[config.mk]
export PLATFORM = sky130hd
export DESIGN_NAME = scps_ctrl
export DESIGN_NICKNAME = d
export VERILOG_FILES = /design/src/scps_pkg.sv /design/src/scps_ctrl.sv
export SDC_FILE = /design/constraint.sdc
export NUM_CORES = 1
export LEC_CHECK = 0
export BUFFER_PORTS_ARGS = -buffer_cell sky130_fd_sc_hd__buf_2
export CORE_ASPECT_RATIO = 2
export CORE_UTILIZATION = 50
export CTS_CLUSTER_DIAMETER = 120
export DETAILED_ROUTE_END_ITERATION = 8
export PLACE_DENSITY = 0.77
export SLEW_MARGIN = 10
export SYNTH_ARGS = -nofsm -noshare
export SYNTH_HDL_FRONTEND = slang
export SYNTH_SLANG_ARGS = --single-unit
[constraint.sdc]
create_clock -name clk -period 5.3 [get_ports clk]
set_input_delay 1.06 -clock clk [delete_from_list [all_inputs] [get_ports clk]]
set_output_delay 1.06 -clock clk [all_outputs]
set_load 0.02 [all_outputs]
[src/scps_pkg.sv]
// Purpose: shared constants and types of the system clock and pll select block
// Assumes: 20 MHz register clock, 8-bit registers on 32-bit avalon words
// Notes: oscillators and the pll itself are analog; this block only steers them
package scps_pkg;

  // register clock
  localparam int unsigned CLK_PERIOD_NS = 50;

  // register byte offsets
  localparam logic [4:0] OFS_SYS_CLOCK_CONTROL = 5'h00;
  localparam logic [4:0] OFS_PLL_CONTROL = 5'h04;
  localparam logic [4:0] OFS_INT_STATUS = 5'h08;
  localparam logic [4:0] OFS_INT_MASK = 5'h0c;
  localparam logic [4:0] OFS_CLK_STATUS = 5'h10;

  // sys_clock_control fields
  localparam int unsigned SCC_CKS_LSB = 5;
  localparam int unsigned SCC_FHS_BIT = 3;
  localparam int unsigned SCC_FSS_BIT = 2;
  localparam logic [7:0] SCC_RESET = 8'he0;

  // pll_control fields
  localparam int unsigned PLL_CONTROL_EN_BIT = 0;
  localparam int unsigned PLL_CONTROL_LOCK_BIT = 1;
  localparam int unsigned PLL_CONTROL_OS_LSB = 2;
  localparam int unsigned PLL_CONTROL_IS_BIT = 5;
  localparam int unsigned PLL_CONTROL_RSV_BIT = 7;
  localparam logic [7:0] PLL_CONTROL_RESET = 8'h01;

  // interrupt status bits
  localparam int unsigned IRQ_LOCK_GAIN = 0;
  localparam int unsigned IRQ_LOCK_LOST = 1;
  localparam int unsigned IRQ_SWITCH_DONE = 2;
  localparam logic [2:0] IRQ_MASK_RESET = 3'h0;

  // pll output codes (low two bits of the output select field)
  localparam logic [1:0] PLL_CODE_RESERVED = 2'h3;
  localparam logic [3:0] PLL_MULT = 4'h8;

  // timing: pll settle after lock indication, gap around a clock switch
  localparam int unsigned PLL_SETTLE_NS = 10000;
  localparam int unsigned SWITCH_GAP_NS = 200;
  localparam int unsigned SETTLE_CYC = (PLL_SETTLE_NS + CLK_PERIOD_NS - 1) / CLK_PERIOD_NS;
  localparam int unsigned GAP_CYC = (SWITCH_GAP_NS + CLK_PERIOD_NS - 1) / CLK_PERIOD_NS;

  // clock tree selection applied to the glitch-free muxes
  typedef struct packed {
    logic fast_src;      // 1 = ext_fast_crystal, 0 = int_fast_rc
    logic slow_src;      // 1 = ext_slow_crystal, 0 = int_slow_rc
    logic use_slow;      // system runs from the slow clock
    logic [2:0] div_log2; // fast_clock divide exponent
    logic use_pll;       // fast_clock taken from pll_sys_clock
    logic [1:0] pll_code; // 0 = 6 MHz, 1 = 12 MHz, 2 = 16 MHz
  } scps_clk_sel_t;

  // analog pll configuration
  typedef struct packed {
    logic enable;
    logic ref_ext;       // reference from ext_fast_crystal, else int_fast_rc
    logic prediv2;       // halve the reference before the multiplier
    logic [3:0] mult;
    logic usb_en;        // 48 MHz usb clock output enabled
  } scps_pll_cfg_t;

  // clock sources for watchdog and time base
  typedef struct packed {
    logic wdt_slow_src;
    logic tb_fast_src;
    logic tb_slow_src;
  } scps_aux_sel_t;

endpackage

[src/scps_ctrl.sv]
// Purpose: clock source selection and pll control with avalon-mm registers
// Assumes: single 20 MHz clock; pll lock pin is asynchronous to it
// Notes: clock changes are applied with the system clock gated off
//
// Notes on behaviour
// - two fast sources and two slow sources are offered.
// - slow_source_select picks external slow crystal or internal slow rc.
// - fast_source_select picks external fast crystal or internal fast rc.
// - clock_select_field picks fast or slow clock and the system frequency.
// - system clock selection can change while running.
// - exactly one fast and one slow source always selected.
// - selected oscillators also clock the watchdog and time base.
// - pll_enable switches the pll and reads 1 after reset.
// - enabled pll gives a fixed 48 MHz usb clock.
// - fast clock is the oscillator when pll off or select top bit 0.
// - select codes 100, 101, 110 give 6, 12, 16 MHz; 111 reserved.
// - pll_input_rate_select declares 12 MHz at 0, 6 MHz at 1.
// - with a 12 MHz reference the pll halves then multiplies by eight.
// - with a 6 MHz reference the pll multiplies by eight directly.
// - internal fast rc selected forces pll_input_rate_select to 0.
// - changing pll_enable from 0 to 1 clears the lock flag; it sets once stable.
// - pll reference comes from the selected fast oscillator.
`timescale 1ns/100ps

module scps_ctrl
  import scps_pkg::*;
(
  // clock and reset
  input wire logic clk,
  input wire logic rst,
  // avalon-mm slave
  input wire logic [4:0] avs_address,
  input wire logic avs_read,
  input wire logic avs_write,
  input wire logic [31:0] avs_writedata,
  input wire logic [3:0] avs_byteenable,
  output logic [31:0] avs_readdata,
  output logic avs_waitrequest,
  // analog pll
  input wire logic pll_locked_pin,
  output scps_pll_cfg_t pll_cfg,
  // clock tree
  output scps_clk_sel_t clk_sel,
  output logic sys_clk_gate,
  output logic [3:0] osc_run,
  output scps_aux_sel_t aux_sel,
  // interrupt
  output logic irq
);

  typedef enum logic [1:0] {SW_RUN, SW_GATE, SW_LOAD, SW_UNGATE} scps_sw_state_t;

  // system frequency from clock_select_field: 000 slow, 111 undivided fast
  function automatic logic [2:0] scps_div_of(input logic [2:0] cks);
    scps_div_of = 3'h7 - cks;
  endfunction

  // register offset decode, used by both read and write paths
  function automatic logic scps_hit(input logic [4:0] addr, input logic [4:0] ofs);
    scps_hit = (addr == ofs);
  endfunction

  logic wait_r;
  logic [31:0] rdata_r;
  logic [2:0] cks_r;
  logic fhs_r;
  logic fss_r;
  logic pll_en_r;
  logic pll_is_r;
  logic [2:0] pll_os_r;
  logic pll_rsv_r;
  logic lock_flag_r;
  logic lock_flag_nxt;
  logic lk_s1_r;
  logic lk_s2_r;
  logic lk_s3_r;
  logic lk_stable_r;
  logic [7:0] settle_cnt_r;
  logic [2:0] sts_r;
  logic [2:0] sts_nxt;
  logic [2:0] msk_r;
  logic irq_r;
  scps_sw_state_t sw_state_r;
  logic [2:0] gap_cnt_r;
  logic gate_r;
  logic sw_done_r;
  scps_clk_sel_t cur_r;
  scps_clk_sel_t tgt;
  scps_pll_cfg_t pll_cfg_r;
  logic [3:0] osc_run_r;
  scps_aux_sel_t aux_r;
  logic [7:0] rd_mux;
  logic wr_go;
  logic rd_go;
  logic en_rise;
  logic [7:0] wbyte;

  assign wbyte = avs_writedata[7:0];
  // a write lands only at the edge where waitrequest is seen low
  assign wr_go = avs_write & ~wait_r & avs_byteenable[0];
  assign rd_go = avs_read & ~wait_r;
  // lock restarts only on a 0 to 1 change, so rewriting 1 cannot glitch a running pll
  assign en_rise = wr_go & scps_hit(avs_address, OFS_PLL_CONTROL)
                   & wbyte[PLL_CONTROL_EN_BIT] & ~pll_en_r;

  // one wait cycle per transfer: readdata is captured in the waiting cycle
  always_ff @(posedge clk or posedge rst) begin
    if (rst) begin
      wait_r <= 1'b1;
    end else if (!wait_r) begin
      wait_r <= 1'b1;
    end else if (avs_read || avs_write) begin
      wait_r <= 1'b0;
    end
  end

  // read mux; unmapped offsets read zero
  always_comb begin
    rd_mux = 8'h00;
    if (scps_hit(avs_address, OFS_SYS_CLOCK_CONTROL)) begin
      rd_mux = {cks_r, 1'b0, fhs_r, fss_r, 2'b00};
    end else if (scps_hit(avs_address, OFS_PLL_CONTROL)) begin
      rd_mux = {pll_rsv_r, 1'b0, pll_is_r, pll_os_r, lock_flag_r, pll_en_r};
    end else if (scps_hit(avs_address, OFS_INT_STATUS)) begin
      rd_mux = {5'h00, sts_r};
    end else if (scps_hit(avs_address, OFS_INT_MASK)) begin
      rd_mux = {5'h00, msk_r};
    end else if (scps_hit(avs_address, OFS_CLK_STATUS)) begin
      rd_mux = {3'h0, cur_r.slow_src, cur_r.fast_src, cur_r.use_slow, cur_r.use_pll,
                (sw_state_r != SW_RUN)};
    end
  end

  always_ff @(posedge clk or posedge rst) begin
    if (rst) begin
      rdata_r <= 32'h0000_0000;
    end else if (wait_r && avs_read) begin
      rdata_r <= {24'h00_0000, rd_mux};
    end
  end

  // sys_clock_control: sources and system frequency can be rewritten at any time
  always_ff @(posedge clk or posedge rst) begin
    if (rst) begin
      cks_r <= SCC_RESET[SCC_CKS_LSB +: 3];
      fhs_r <= SCC_RESET[SCC_FHS_BIT];
      fss_r <= SCC_RESET[SCC_FSS_BIT];
    end else if (wr_go && scps_hit(avs_address, OFS_SYS_CLOCK_CONTROL)) begin
      cks_r <= wbyte[SCC_CKS_LSB +: 3];
      fhs_r <= wbyte[SCC_FHS_BIT];
      fss_r <= wbyte[SCC_FSS_BIT];
    end
  end

  // pll_control; enable comes up set so the pll starts after reset
  always_ff @(posedge clk or posedge rst) begin
    if (rst) begin
      pll_en_r <= PLL_CONTROL_RESET[PLL_CONTROL_EN_BIT];
      pll_os_r <= PLL_CONTROL_RESET[PLL_CONTROL_OS_LSB +: 3];
      pll_rsv_r <= PLL_CONTROL_RESET[PLL_CONTROL_RSV_BIT];
    end else if (wr_go && scps_hit(avs_address, OFS_PLL_CONTROL)) begin
      pll_en_r <= wbyte[PLL_CONTROL_EN_BIT];
      pll_os_r <= wbyte[PLL_CONTROL_OS_LSB +: 3];
      pll_rsv_r <= wbyte[PLL_CONTROL_RSV_BIT];
    end
  end

  // input rate: held at 12 MHz whenever the internal rc is the fast source
  always_ff @(posedge clk or posedge rst) begin
    if (rst) begin
      pll_is_r <= PLL_CONTROL_RESET[PLL_CONTROL_IS_BIT];
    end else if (!fhs_r) begin
      pll_is_r <= 1'b0;
    end else if (wr_go && scps_hit(avs_address, OFS_PLL_CONTROL)) begin
      pll_is_r <= wbyte[PLL_CONTROL_IS_BIT];
    end
  end

  // lock pin synchroniser; a change counts once stages two and three agree
  always_ff @(posedge clk or posedge rst) begin
    if (rst) begin
      lk_s1_r <= 1'b0;
      lk_s2_r <= 1'b0;
      lk_s3_r <= 1'b0;
      lk_stable_r <= 1'b0;
    end else begin
      lk_s1_r <= pll_locked_pin;
      lk_s2_r <= lk_s1_r;
      lk_s3_r <= lk_s2_r;
      if (lk_s2_r == lk_s3_r) begin
        lk_stable_r <= lk_s3_r;
      end
    end
  end

  // lock flag: cleared on enable, set after the lock has held for the settle time
  always_comb begin
    lock_flag_nxt = lock_flag_r;
    if (!pll_en_r || en_rise || !lk_stable_r) begin
      lock_flag_nxt = 1'b0;
    end else if (settle_cnt_r == 8'(SETTLE_CYC - 1)) begin
      lock_flag_nxt = 1'b1;
    end
  end

  always_ff @(posedge clk or posedge rst) begin
    if (rst) begin
      settle_cnt_r <= 8'h00;
      lock_flag_r <= 1'b0;
    end else begin
      lock_flag_r <= lock_flag_nxt;
      if (lock_flag_nxt != 1'b0 || !pll_en_r || en_rise || !lk_stable_r) begin
        settle_cnt_r <= 8'h00;
      end else begin
        settle_cnt_r <= settle_cnt_r + 8'h01;
      end
    end
  end

  // wanted selection; the pll is only taken once locked, 111 falls back to the oscillator
  always_comb begin
    tgt = '0;
    tgt.fast_src = fhs_r;
    tgt.slow_src = fss_r;
    tgt.use_slow = (cks_r == 3'h0);
    tgt.div_log2 = tgt.use_slow ? 3'h0 : scps_div_of(cks_r);
    tgt.use_pll = pll_en_r & pll_os_r[2] & (pll_os_r[1:0] != PLL_CODE_RESERVED)
                  & lock_flag_r;
    tgt.pll_code = tgt.use_pll ? pll_os_r[1:0] : 2'h0;
  end

  // switch sequence: gate off, wait, change muxes, wait, gate on
  always_ff @(posedge clk or posedge rst) begin
    if (rst) begin
      sw_state_r <= SW_RUN;
      gap_cnt_r <= 3'h0;
      gate_r <= 1'b1;
      sw_done_r <= 1'b0;
      cur_r <= '0;
    end else begin
      sw_done_r <= 1'b0;
      unique case (sw_state_r)
        SW_RUN: begin
          if (tgt != cur_r) begin
            gate_r <= 1'b0;
            gap_cnt_r <= 3'h0;
            sw_state_r <= SW_GATE;
          end
        end
        SW_GATE: begin
          gap_cnt_r <= gap_cnt_r + 3'h1;
          if (gap_cnt_r == 3'(GAP_CYC - 1)) begin
            sw_state_r <= SW_LOAD;
          end
        end
        SW_LOAD: begin
          cur_r <= tgt;
          gap_cnt_r <= 3'h0;
          sw_state_r <= SW_UNGATE;
        end
        SW_UNGATE: begin
          gap_cnt_r <= gap_cnt_r + 3'h1;
          if (gap_cnt_r == 3'(GAP_CYC - 1)) begin
            gate_r <= 1'b1;
            sw_done_r <= 1'b1;
            sw_state_r <= SW_RUN;
          end
        end
      endcase
    end
  end

  // pll configuration; reference follows the selected fast oscillator
  always_ff @(posedge clk or posedge rst) begin
    if (rst) begin
      pll_cfg_r <= '0;
    end else begin
      pll_cfg_r.enable <= pll_en_r;
      pll_cfg_r.ref_ext <= fhs_r;
      pll_cfg_r.prediv2 <= ~pll_is_r;
      pll_cfg_r.mult <= PLL_MULT;
      pll_cfg_r.usb_en <= pll_en_r;
    end
  end

  // oscillator enables: old and new sources both run until the switch sequence loads the new selection into cur_r
  always_ff @(posedge clk or posedge rst) begin
    if (rst) begin
      osc_run_r <= 4'h0;
      aux_r <= '0;
    end else begin
      osc_run_r[0] <= fhs_r | cur_r.fast_src;
      osc_run_r[1] <= ~fhs_r | ~cur_r.fast_src;
      osc_run_r[2] <= fss_r | cur_r.slow_src;
      osc_run_r[3] <= ~fss_r | ~cur_r.slow_src;
      aux_r.wdt_slow_src <= cur_r.slow_src;
      aux_r.tb_fast_src <= cur_r.fast_src;
      aux_r.tb_slow_src <= cur_r.slow_src;
    end
  end

  // sticky events; read clears only what was returned, a new event wins
  always_comb begin
    sts_nxt = sts_r;
    if (rd_go && scps_hit(avs_address, OFS_INT_STATUS)) begin
      sts_nxt = sts_r & ~rdata_r[2:0];
    end
    if (lock_flag_nxt && !lock_flag_r) begin
      sts_nxt[IRQ_LOCK_GAIN] = 1'b1;
    end
    if (!lock_flag_nxt && lock_flag_r && pll_en_r && !en_rise) begin
      sts_nxt[IRQ_LOCK_LOST] = 1'b1;
    end
    if (sw_done_r) begin
      sts_nxt[IRQ_SWITCH_DONE] = 1'b1;
    end
  end

  always_ff @(posedge clk or posedge rst) begin
    if (rst) begin
      sts_r <= 3'h0;
      msk_r <= IRQ_MASK_RESET;
      irq_r <= 1'b0;
    end else begin
      sts_r <= sts_nxt;
      if (wr_go && scps_hit(avs_address, OFS_INT_MASK)) begin
        msk_r <= wbyte[2:0];
        irq_r <= |(sts_nxt & wbyte[2:0]);
      end else begin
        irq_r <= |(sts_nxt & msk_r);
      end
    end
  end

  assign avs_waitrequest = wait_r;
  assign avs_readdata = rdata_r;
  assign pll_cfg = pll_cfg_r;
  assign clk_sel = cur_r;
  assign sys_clk_gate = gate_r;
  assign osc_run = osc_run_r;
  assign aux_sel = aux_r;
  assign irq = irq_r;

  // helper: cycles the synchronised lock has held with the pll enabled
  logic [8:0] held_cnt_r;
  always_ff @(posedge clk or posedge rst) begin
    if (rst) begin
      held_cnt_r <= 9'h000;
    end else if (!pll_en_r || en_rise || !lk_stable_r) begin
      held_cnt_r <= 9'h000;
    end else if (held_cnt_r != 9'h1ff) begin
      held_cnt_r <= held_cnt_r + 9'h001;
    end
  end

  a_lock_clear_en: assert property (@(posedge clk) disable iff (rst)
    en_rise |=> !lock_flag_r ##1 !lock_flag_r)
    else $error("lock flag not cleared after enable");

  a_lock_settled: assert property (@(posedge clk) disable iff (rst)
    $rose(lock_flag_r) |-> $past(held_cnt_r) >= 9'(SETTLE_CYC - 1))
    else $error("lock flag set before settle time");

  a_rate_forced: assert property (@(posedge clk) disable iff (rst)
    !fhs_r |=> !pll_is_r)
    else $error("input rate not forced to 12 MHz with internal rc");

  a_pll_locked_use: assert property (@(posedge clk) disable iff (rst)
    (clk_sel.use_pll && sys_clk_gate) |-> $past(lock_flag_r))
    else $error("pll drives fast clock while unlocked");

  a_sel_gated: assert property (@(posedge clk) disable iff (rst)
    $changed(clk_sel) |-> !sys_clk_gate && !$past(sys_clk_gate) ##1 !sys_clk_gate)
    else $error("clock selection changed while gate open");

  a_gate_gap: assert property (@(posedge clk) disable iff (rst)
    $fell(sys_clk_gate) |-> !sys_clk_gate[*4])
    else $error("gate reopened too soon");

  a_switch_bound: assert property (@(posedge clk) disable iff (rst)
    $fell(sys_clk_gate) |-> ##[1:12] sys_clk_gate)
    else $error("clock switch did not finish");

  a_code_legal: assert property (@(posedge clk) disable iff (rst)
    clk_sel.use_pll |-> clk_sel.pll_code != PLL_CODE_RESERVED)
    else $error("reserved pll code in use");

  a_prediv_rate: assert property (@(posedge clk) disable iff (rst)
    pll_cfg.enable |-> pll_cfg.mult == PLL_MULT && pll_cfg.usb_en
      && pll_cfg.prediv2 == !$past(pll_is_r))
    else $error("pll divider or multiplier wrong");

  a_en_after_reset: assert property (@(posedge clk) disable iff (rst)
    $past(rst) |-> pll_en_r)
    else $error("pll enable not set after reset");

  a_bus_answer: assert property (@(posedge clk) disable iff (rst)
    ((avs_read || avs_write) && avs_waitrequest) |=> !avs_waitrequest)
    else $error("waitrequest held too long");

  a_irq_level: assert property (@(posedge clk) disable iff (rst)
    sw_done_r && msk_r[IRQ_SWITCH_DONE] |=> irq)
    else $error("unmasked event did not raise irq");

  c_lock_gain: cover property (@(posedge clk) disable iff (rst) $rose(lock_flag_r));
  c_to_pll: cover property (@(posedge clk) disable iff (rst) $rose(clk_sel.use_pll));
  c_to_slow: cover property (@(posedge clk) disable iff (rst) $rose(clk_sel.use_slow));
  c_irq: cover property (@(posedge clk) disable iff (rst) $rose(irq));

endmodule

==> results of run 1 <==
## sequential cells by signal, summed over array words and instances (netlist names), 2 cells and up
register,flops
aux_sel,2
avs_readdata,8
cks_r,3
clk_sel,9
gap_cnt_r,3
msk_r,3
osc_run,4
pll_cfg,4
pll_os_r,3
settle_cnt_r,8
sts_r,3
sw_state_r,2
## cell families after synthesis
| group | Yosys count | synth area share [%] |
|---|---|---|
| other cells | 2 | 0.230 |
| xor+xnor | 8 | 2.14 |
| fa+ha+maj | 12 | 4.52 |
| compound gates | 47 | 10.1 |
| flops | 66 | 50.8 |
| buf+inv | 68 | 11.6 |
| simple gates | 88 | 13.9 |
| mux | 20 | 6.66 |
## synth_stat cells, types with 2 or more instances
cell type / number
dfrtp_1: 60
buf_4: 29
inv_1: 29
nand2_1: 24
nor2_1: 21
o21ai_0: 16
mux2_2: 12
ha_1: 11
nand3_1: 7
clkbuf_1: 6
dfstp_2: 6
mux2i_1: 6
nand2b_1: 4
nor3_1: 4
o22ai_1: 4
xnor2_1: 4
xor2_1: 4
a22o_1: 3
and3_1: 3
and3b_1: 3
nor2b_1: 3
o2bb2ai_1: 3
or3_1: 3
a21oi_1: 2
a22oi_1: 2
a31oi_1: 2
buf_6: 2
conb_1: 2
mux2_1: 2
nand3b_1: 2
nand4_1: 2
nor3b_1: 2
nor4_1: 2
nor4b_1: 2
o211ai_1: 2
## routing by layer
metal / vias to the layer above / GRT usage, % / part of all wire, %
met5: - / 0 / 0
li1: 1093 / - / -
met4: 0 / 12.2 / 2.4
met3: 13 / 5.87 / 5.7
met1: 1150 / 22.7 / 39
met2: 103 / 35.2 / 53
## final timing paths
path                       depth (start not counted)         endpoint  slack (ns)      startpoint
setup / recovery                                   5            fhs_r        2.90  avs_address[3]
min in group asynchronous                          3       pll_cfg[4]        0.95             rst
hold reg to reg                                    0          lk_s2_r        0.35         lk_s1_r
max in group asynchronous                          3  settle_cnt_r[3]        3.81             rst
hold / removal                                     0          lk_s2_r        0.35         lk_s1_r
setup reg to reg                                   6     gap_cnt_r[0]        3.23   sw_state_r[0]
## through the flow
step	util, %	cells
after floorplan	-	337
after global placement	54.8	435
after detailed placement	54.8	435
after CTS	60.4	451
after global routing	60.4	451
final	60.4	451
## area by class of cell
cell class,count,area (µm²),area share (%)
inverters,29,109,2.86
well taps,86,108,2.82
repair buffers,51,258,6.76
clock buffers,11,253,6.63
multi-input cells,203,1330,34.8
clock inverters,5,100,2.63
flip-flops and latches,66,1660,43.5
## power breakdown
part / internal, mW / total (mW) / switching (mW)
Combinational: 0.141 / 0.366 / 0.225
Clock: 0.483 / 0.696 / 0.213
Sequential: 0.579 / 0.644 / 0.0644
Total: 1.20 / 1.71 / 0.502
## critical path, stage by stage
cell and delay (ns):
buf_2 0.18, or3_1 0.44, nor3_2 0.33, nand2_1 0.27, mux2_2 0.33
==> metrics, run 1 <==
post-CTS repair timing setup buffer count=0; DRC=0; Via density=5.23; slew margin rel.=46.0%; Crit. End Element=flip-flop; Row Count=41; final instance area=3810 µm²; Final GP Congestion=0.814; RSZ-0062 raised after global routing=false; Pwr Total=1.71 mW; DP Worst Slack=2.54 ns; Synth area leader=dfrtp_1; Placed Area=3460 µm²; clock network latency to the later pin of the worst-skew pair=0.33 ns; Final setup viols=0; setup tns final=0 ns; initial antenna violation count=0; Pins Over Slew Limit=0; Root Driver=clkbuf_16; CTS tree=built; Post-synth top flop=dfrtp_1; Core Area=6310 µm²; grt total ovfl=0; ys async rst share=100%; Final HPWL DP=4650 µm; post-synth top area share=46.0%; run status=finished, final reports clean; diode count=0; post_cts resized=0; Post-synth EDFFs=0; critical path arrival=2.61 ns; Synth Instances=311; total number of vias=2,359; Die Area=6880 µm²; Setup Skew=0.00419 ns; drt first pass iters=5; worst setup path class=in -> reg; largest net degree at the start of global routing=67; Die Ht=116 µm; fill count=549; peak supply drop=245 µV; Final min period=2.40 ns; total CTS buffers=9; max-cap viol count=0; DRT iter0 DRCs=53; Post-Syn Area per Cell=10.5 µm²; share of layout cells above drive strength 1=24.9%; CTS Hold Buffers Added=0; global-route wire length before repair=10,300 µm; startpoint types=primary input; actual transition at the worst max-transition pin=0.811 ns; Fin. Hold Viols=0; final worst-path cycle share=45.2%; fmax=417 MHz; sequential area share after synthesis=50.8%; Cell variety after synth=57; total wire length=6500 µm; IO buf count=50; area of the mapped netlist=3270 µm²; NumNets Final=417; Worst Hold Slack=0.345 ns; Clock Tree Buf Depth=2; WL/cell=14.4 µm; clock transition at the registers of the reported paths=0.05 ns; post-synthesis sequential element count=66; H-tree levels=3; Synth Warn #=0; final worst slack=2.90 ns; area grow syn2layout=16.7%; most common cell after layout, fill and taps aside=dfrtp_1; Max FO, Critical Path=13; min-delay worst type=reg -> reg; Leakage=1.86 nW; Initial Utilization=51.8%; worst endpoint required time=5.52 ns; Clock Sinks=66; Pwr per Cell Area=447 nW/µm²; antenna viol nets, final=0; Synth area leaders=dfrtp_1 (46%), buf_4 (6.7%), dfstp_2 (4.8%), ha_1 (4.2%), mux2_2 (4.1%); die width=59.2 µm; Total GRT Usage=20.8%; Ports=105; commonest non-fill, non-tap cells in the layout=dfrtp_1 (60), buf_2 (50), inv_1 (28), conb_1 (28), nand2_1 (24); vias in the first global route=2,195
(Power assumes the default switching activity.)
==> run 2: changes to the inputs <==
Clock period 5.3 ns to 2.3 ns, I/O delays scaled along.
==> metrics, run 2 (synthesis gave the netlist of run 1 again) <==
CTS Hold Buffers Added=0 (unchanged); worst r2r dst=sw_state_r[1] (was gap_cnt_r[0]); Initial Utilization=51.8% (unchanged); Fin. Hold Viols=0 (unchanged); post_cts resized=0 (unchanged); CTS tree=built (unchanged); Leakage=1.86 nW (about the same); grt total ovfl=0 (unchanged); worst setup path class=reg -> reg (was in -> reg); RSZ-0062 raised after global routing=false (unchanged); Pwr Total=3.75 mW (was 1.71 mW); Worst R2R Setup Slack=0.24 ns (was 3.23 ns); Core Area=6310 µm² (unchanged); Clock Sinks=66 (unchanged); min-delay worst type=in -> async (was reg -> reg); run status=finished, final reports clean (unchanged); launch point of the worst path=cks_r[1] (was avs_address[3]); Root Driver=clkbuf_16 (unchanged); final worst-path cycle share=89.5%; max-cap viol count=0 (unchanged); Final setup viols=0 (unchanged); drt first pass iters=5 (unchanged); vias in the first global route=2,227 (was 2,195); Crit. End Element=flip-flop (unchanged); WL/cell=14.5 µm (was 14.4 µm); Clock Tree Buf Depth=2 (unchanged); Final HPWL DP=4700 µm (was 4650 µm); delay-heaviest family, CP=compound AO/OA/AOI/OAI gates (was simple AND/OR/NAND/NOR gates); Final min period=2.06 ns; Slowest Stage Delay on Critical Path=0.43 ns (was 0.44 ns); clock network latency to the later pin of the worst-skew pair=0.33 ns (about the same); diode count=0 (unchanged); worst path bufs/invs=0 (was 1); max reg flops=9 (unchanged); total wire length=6590 µm (was 6500 µm); initial antenna violation count=0 (unchanged); Pins Over Slew Limit=0 (unchanged); Slowest cell on crit path=or3_1 (unchanged); Ports=105 (unchanged); total number of vias=2,362 (was 2,359); most common cell after layout, fill and taps aside=dfrtp_1 (unchanged); Row Count=41 (unchanged); H-tree levels=3 (unchanged); Final GP Congestion=0.869 (was 0.814); commonest non-fill, non-tap cells in the layout=dfrtp_1 (60), buf_2 (50), inv_1 (28), conb_1 (28), nand2_1 (24) (unchanged); fmax=486 MHz; R2R depth=5 (was 6); Reg-to-Reg Start=cks_r[1] (was sw_state_r[0]); Pwr per Cell Area=983 nW/µm² (was 447 nW/µm²); die width=59.2 µm (unchanged); setup tns final=0 ns (unchanged); IO buf count=50 (unchanged); total CTS buffers=9 (unchanged); CP Capture Point=sw_state_r[1] (was fhs_r); Die Ht=116 µm (unchanged); post-CTS repair timing setup buffer count=0 (unchanged); Worst Hold Slack=0.194 ns (was 0.345 ns); NumNets Final=421 (was 417); Max FO, Critical Path=9 (was 13); DRT iter0 DRCs=71 (was 53); area grow syn2layout=16.6% (was 16.7%); clock transition at the registers of the reported paths=0.05 ns (about the same); worst path cell trace=or3_1, o32ai_1, o221ai_2, o22ai_2, mux2_1 (was buf_2, or3_1, nor3_2, nand2_1, mux2_2); share of layout cells above drive strength 1=25.2% (was 24.9%); Setup Skew=0.00791 ns (was 0.00419 ns); Total GRT Usage=21.3% (was 20.8%); global-route wire length before repair=10,600 µm (was 10,300 µm); antenna viol nets, final=0 (unchanged); DRC=0 (unchanged); Via density=5.19 (was 5.23); critical path arrival=2.27 ns (was 2.61 ns); startpoint types=flip-flop (was primary input); peak supply drop=486 µV (was 245 µV); worst endpoint required time=2.51 ns (was 5.52 ns); CP Depth=5 (unchanged); fill count=546 (was 549); Die Area=6880 µm² (unchanged); largest net degree at the start of global routing=67 (unchanged)
[run 2: routing by layer]
layer	up-vias	routed length, µm	global-route usage [%]	part of all wire [%]
li1	1109	-	-	-
met3	16	254	4.98	3.9
met1	1159	2590	23.7	39
met5	-	0	0	0
met4	0	180	11.7	2.7
met2	78	3560	36.7	54
[run 2: worst min path at each step]
stage,startpoint,endpoint,slack (ns),cells after the start
final,rst,osc_run[1],0.19,3
after global routing,rst,pll_cfg[5],0.22,3
after CTS,rst,pll_cfg[5],0.20,3
after detailed placement,lk_s1_r,lk_s2_r,0.34,0
after global placement,lk_s1_r,lk_s2_r,0.33,0
after floorplan,lk_s1_r,lk_s2_r,0.33,0
[run 2: cell type report]
| class | instances | area, µm² | share of cell area (%) |
|---|---|---|---|
| Tap cell | 86 | 108 | 2.82 |
| Inverter | 29 | 109 | 2.86 |
| Clock inverter | 2 | 35.0 | 0.920 |
| Timing Repair Buffer | 55 | 300 | 7.88 |
| Clock buffer | 14 | 274 | 7.19 |
| Sequential cell | 66 | 1660 | 43.5 |
| Multi-Input combinational cell | 203 | 1330 | 34.8 |
[run 2: power breakdown]
part	internal [mW]	total, mW	switching, mW
Clock	0.926	1.40	0.469
Sequential	1.34	1.47	0.135
Combinational	0.346	0.881	0.535
Total	2.61	3.75	1.14
[run 2: worst min-delay path, cell delays in order]
cell and delay [ns]:
buf_2 0.10, inv_2 0.06, buf_12 0.30
[run 2: metrics by stage]
step	util [%]	worst slack, ns	area, µm²	std cells
global route	60.4	0.119	3810	455
detailed placement	55.5	0.237	3500	439
CTS	60.4	0.215	3810	455
finish	60.4	0.240	3810	455
global placement	55.5	0.258	3500	439
floorplan	-	0.195	3360	337
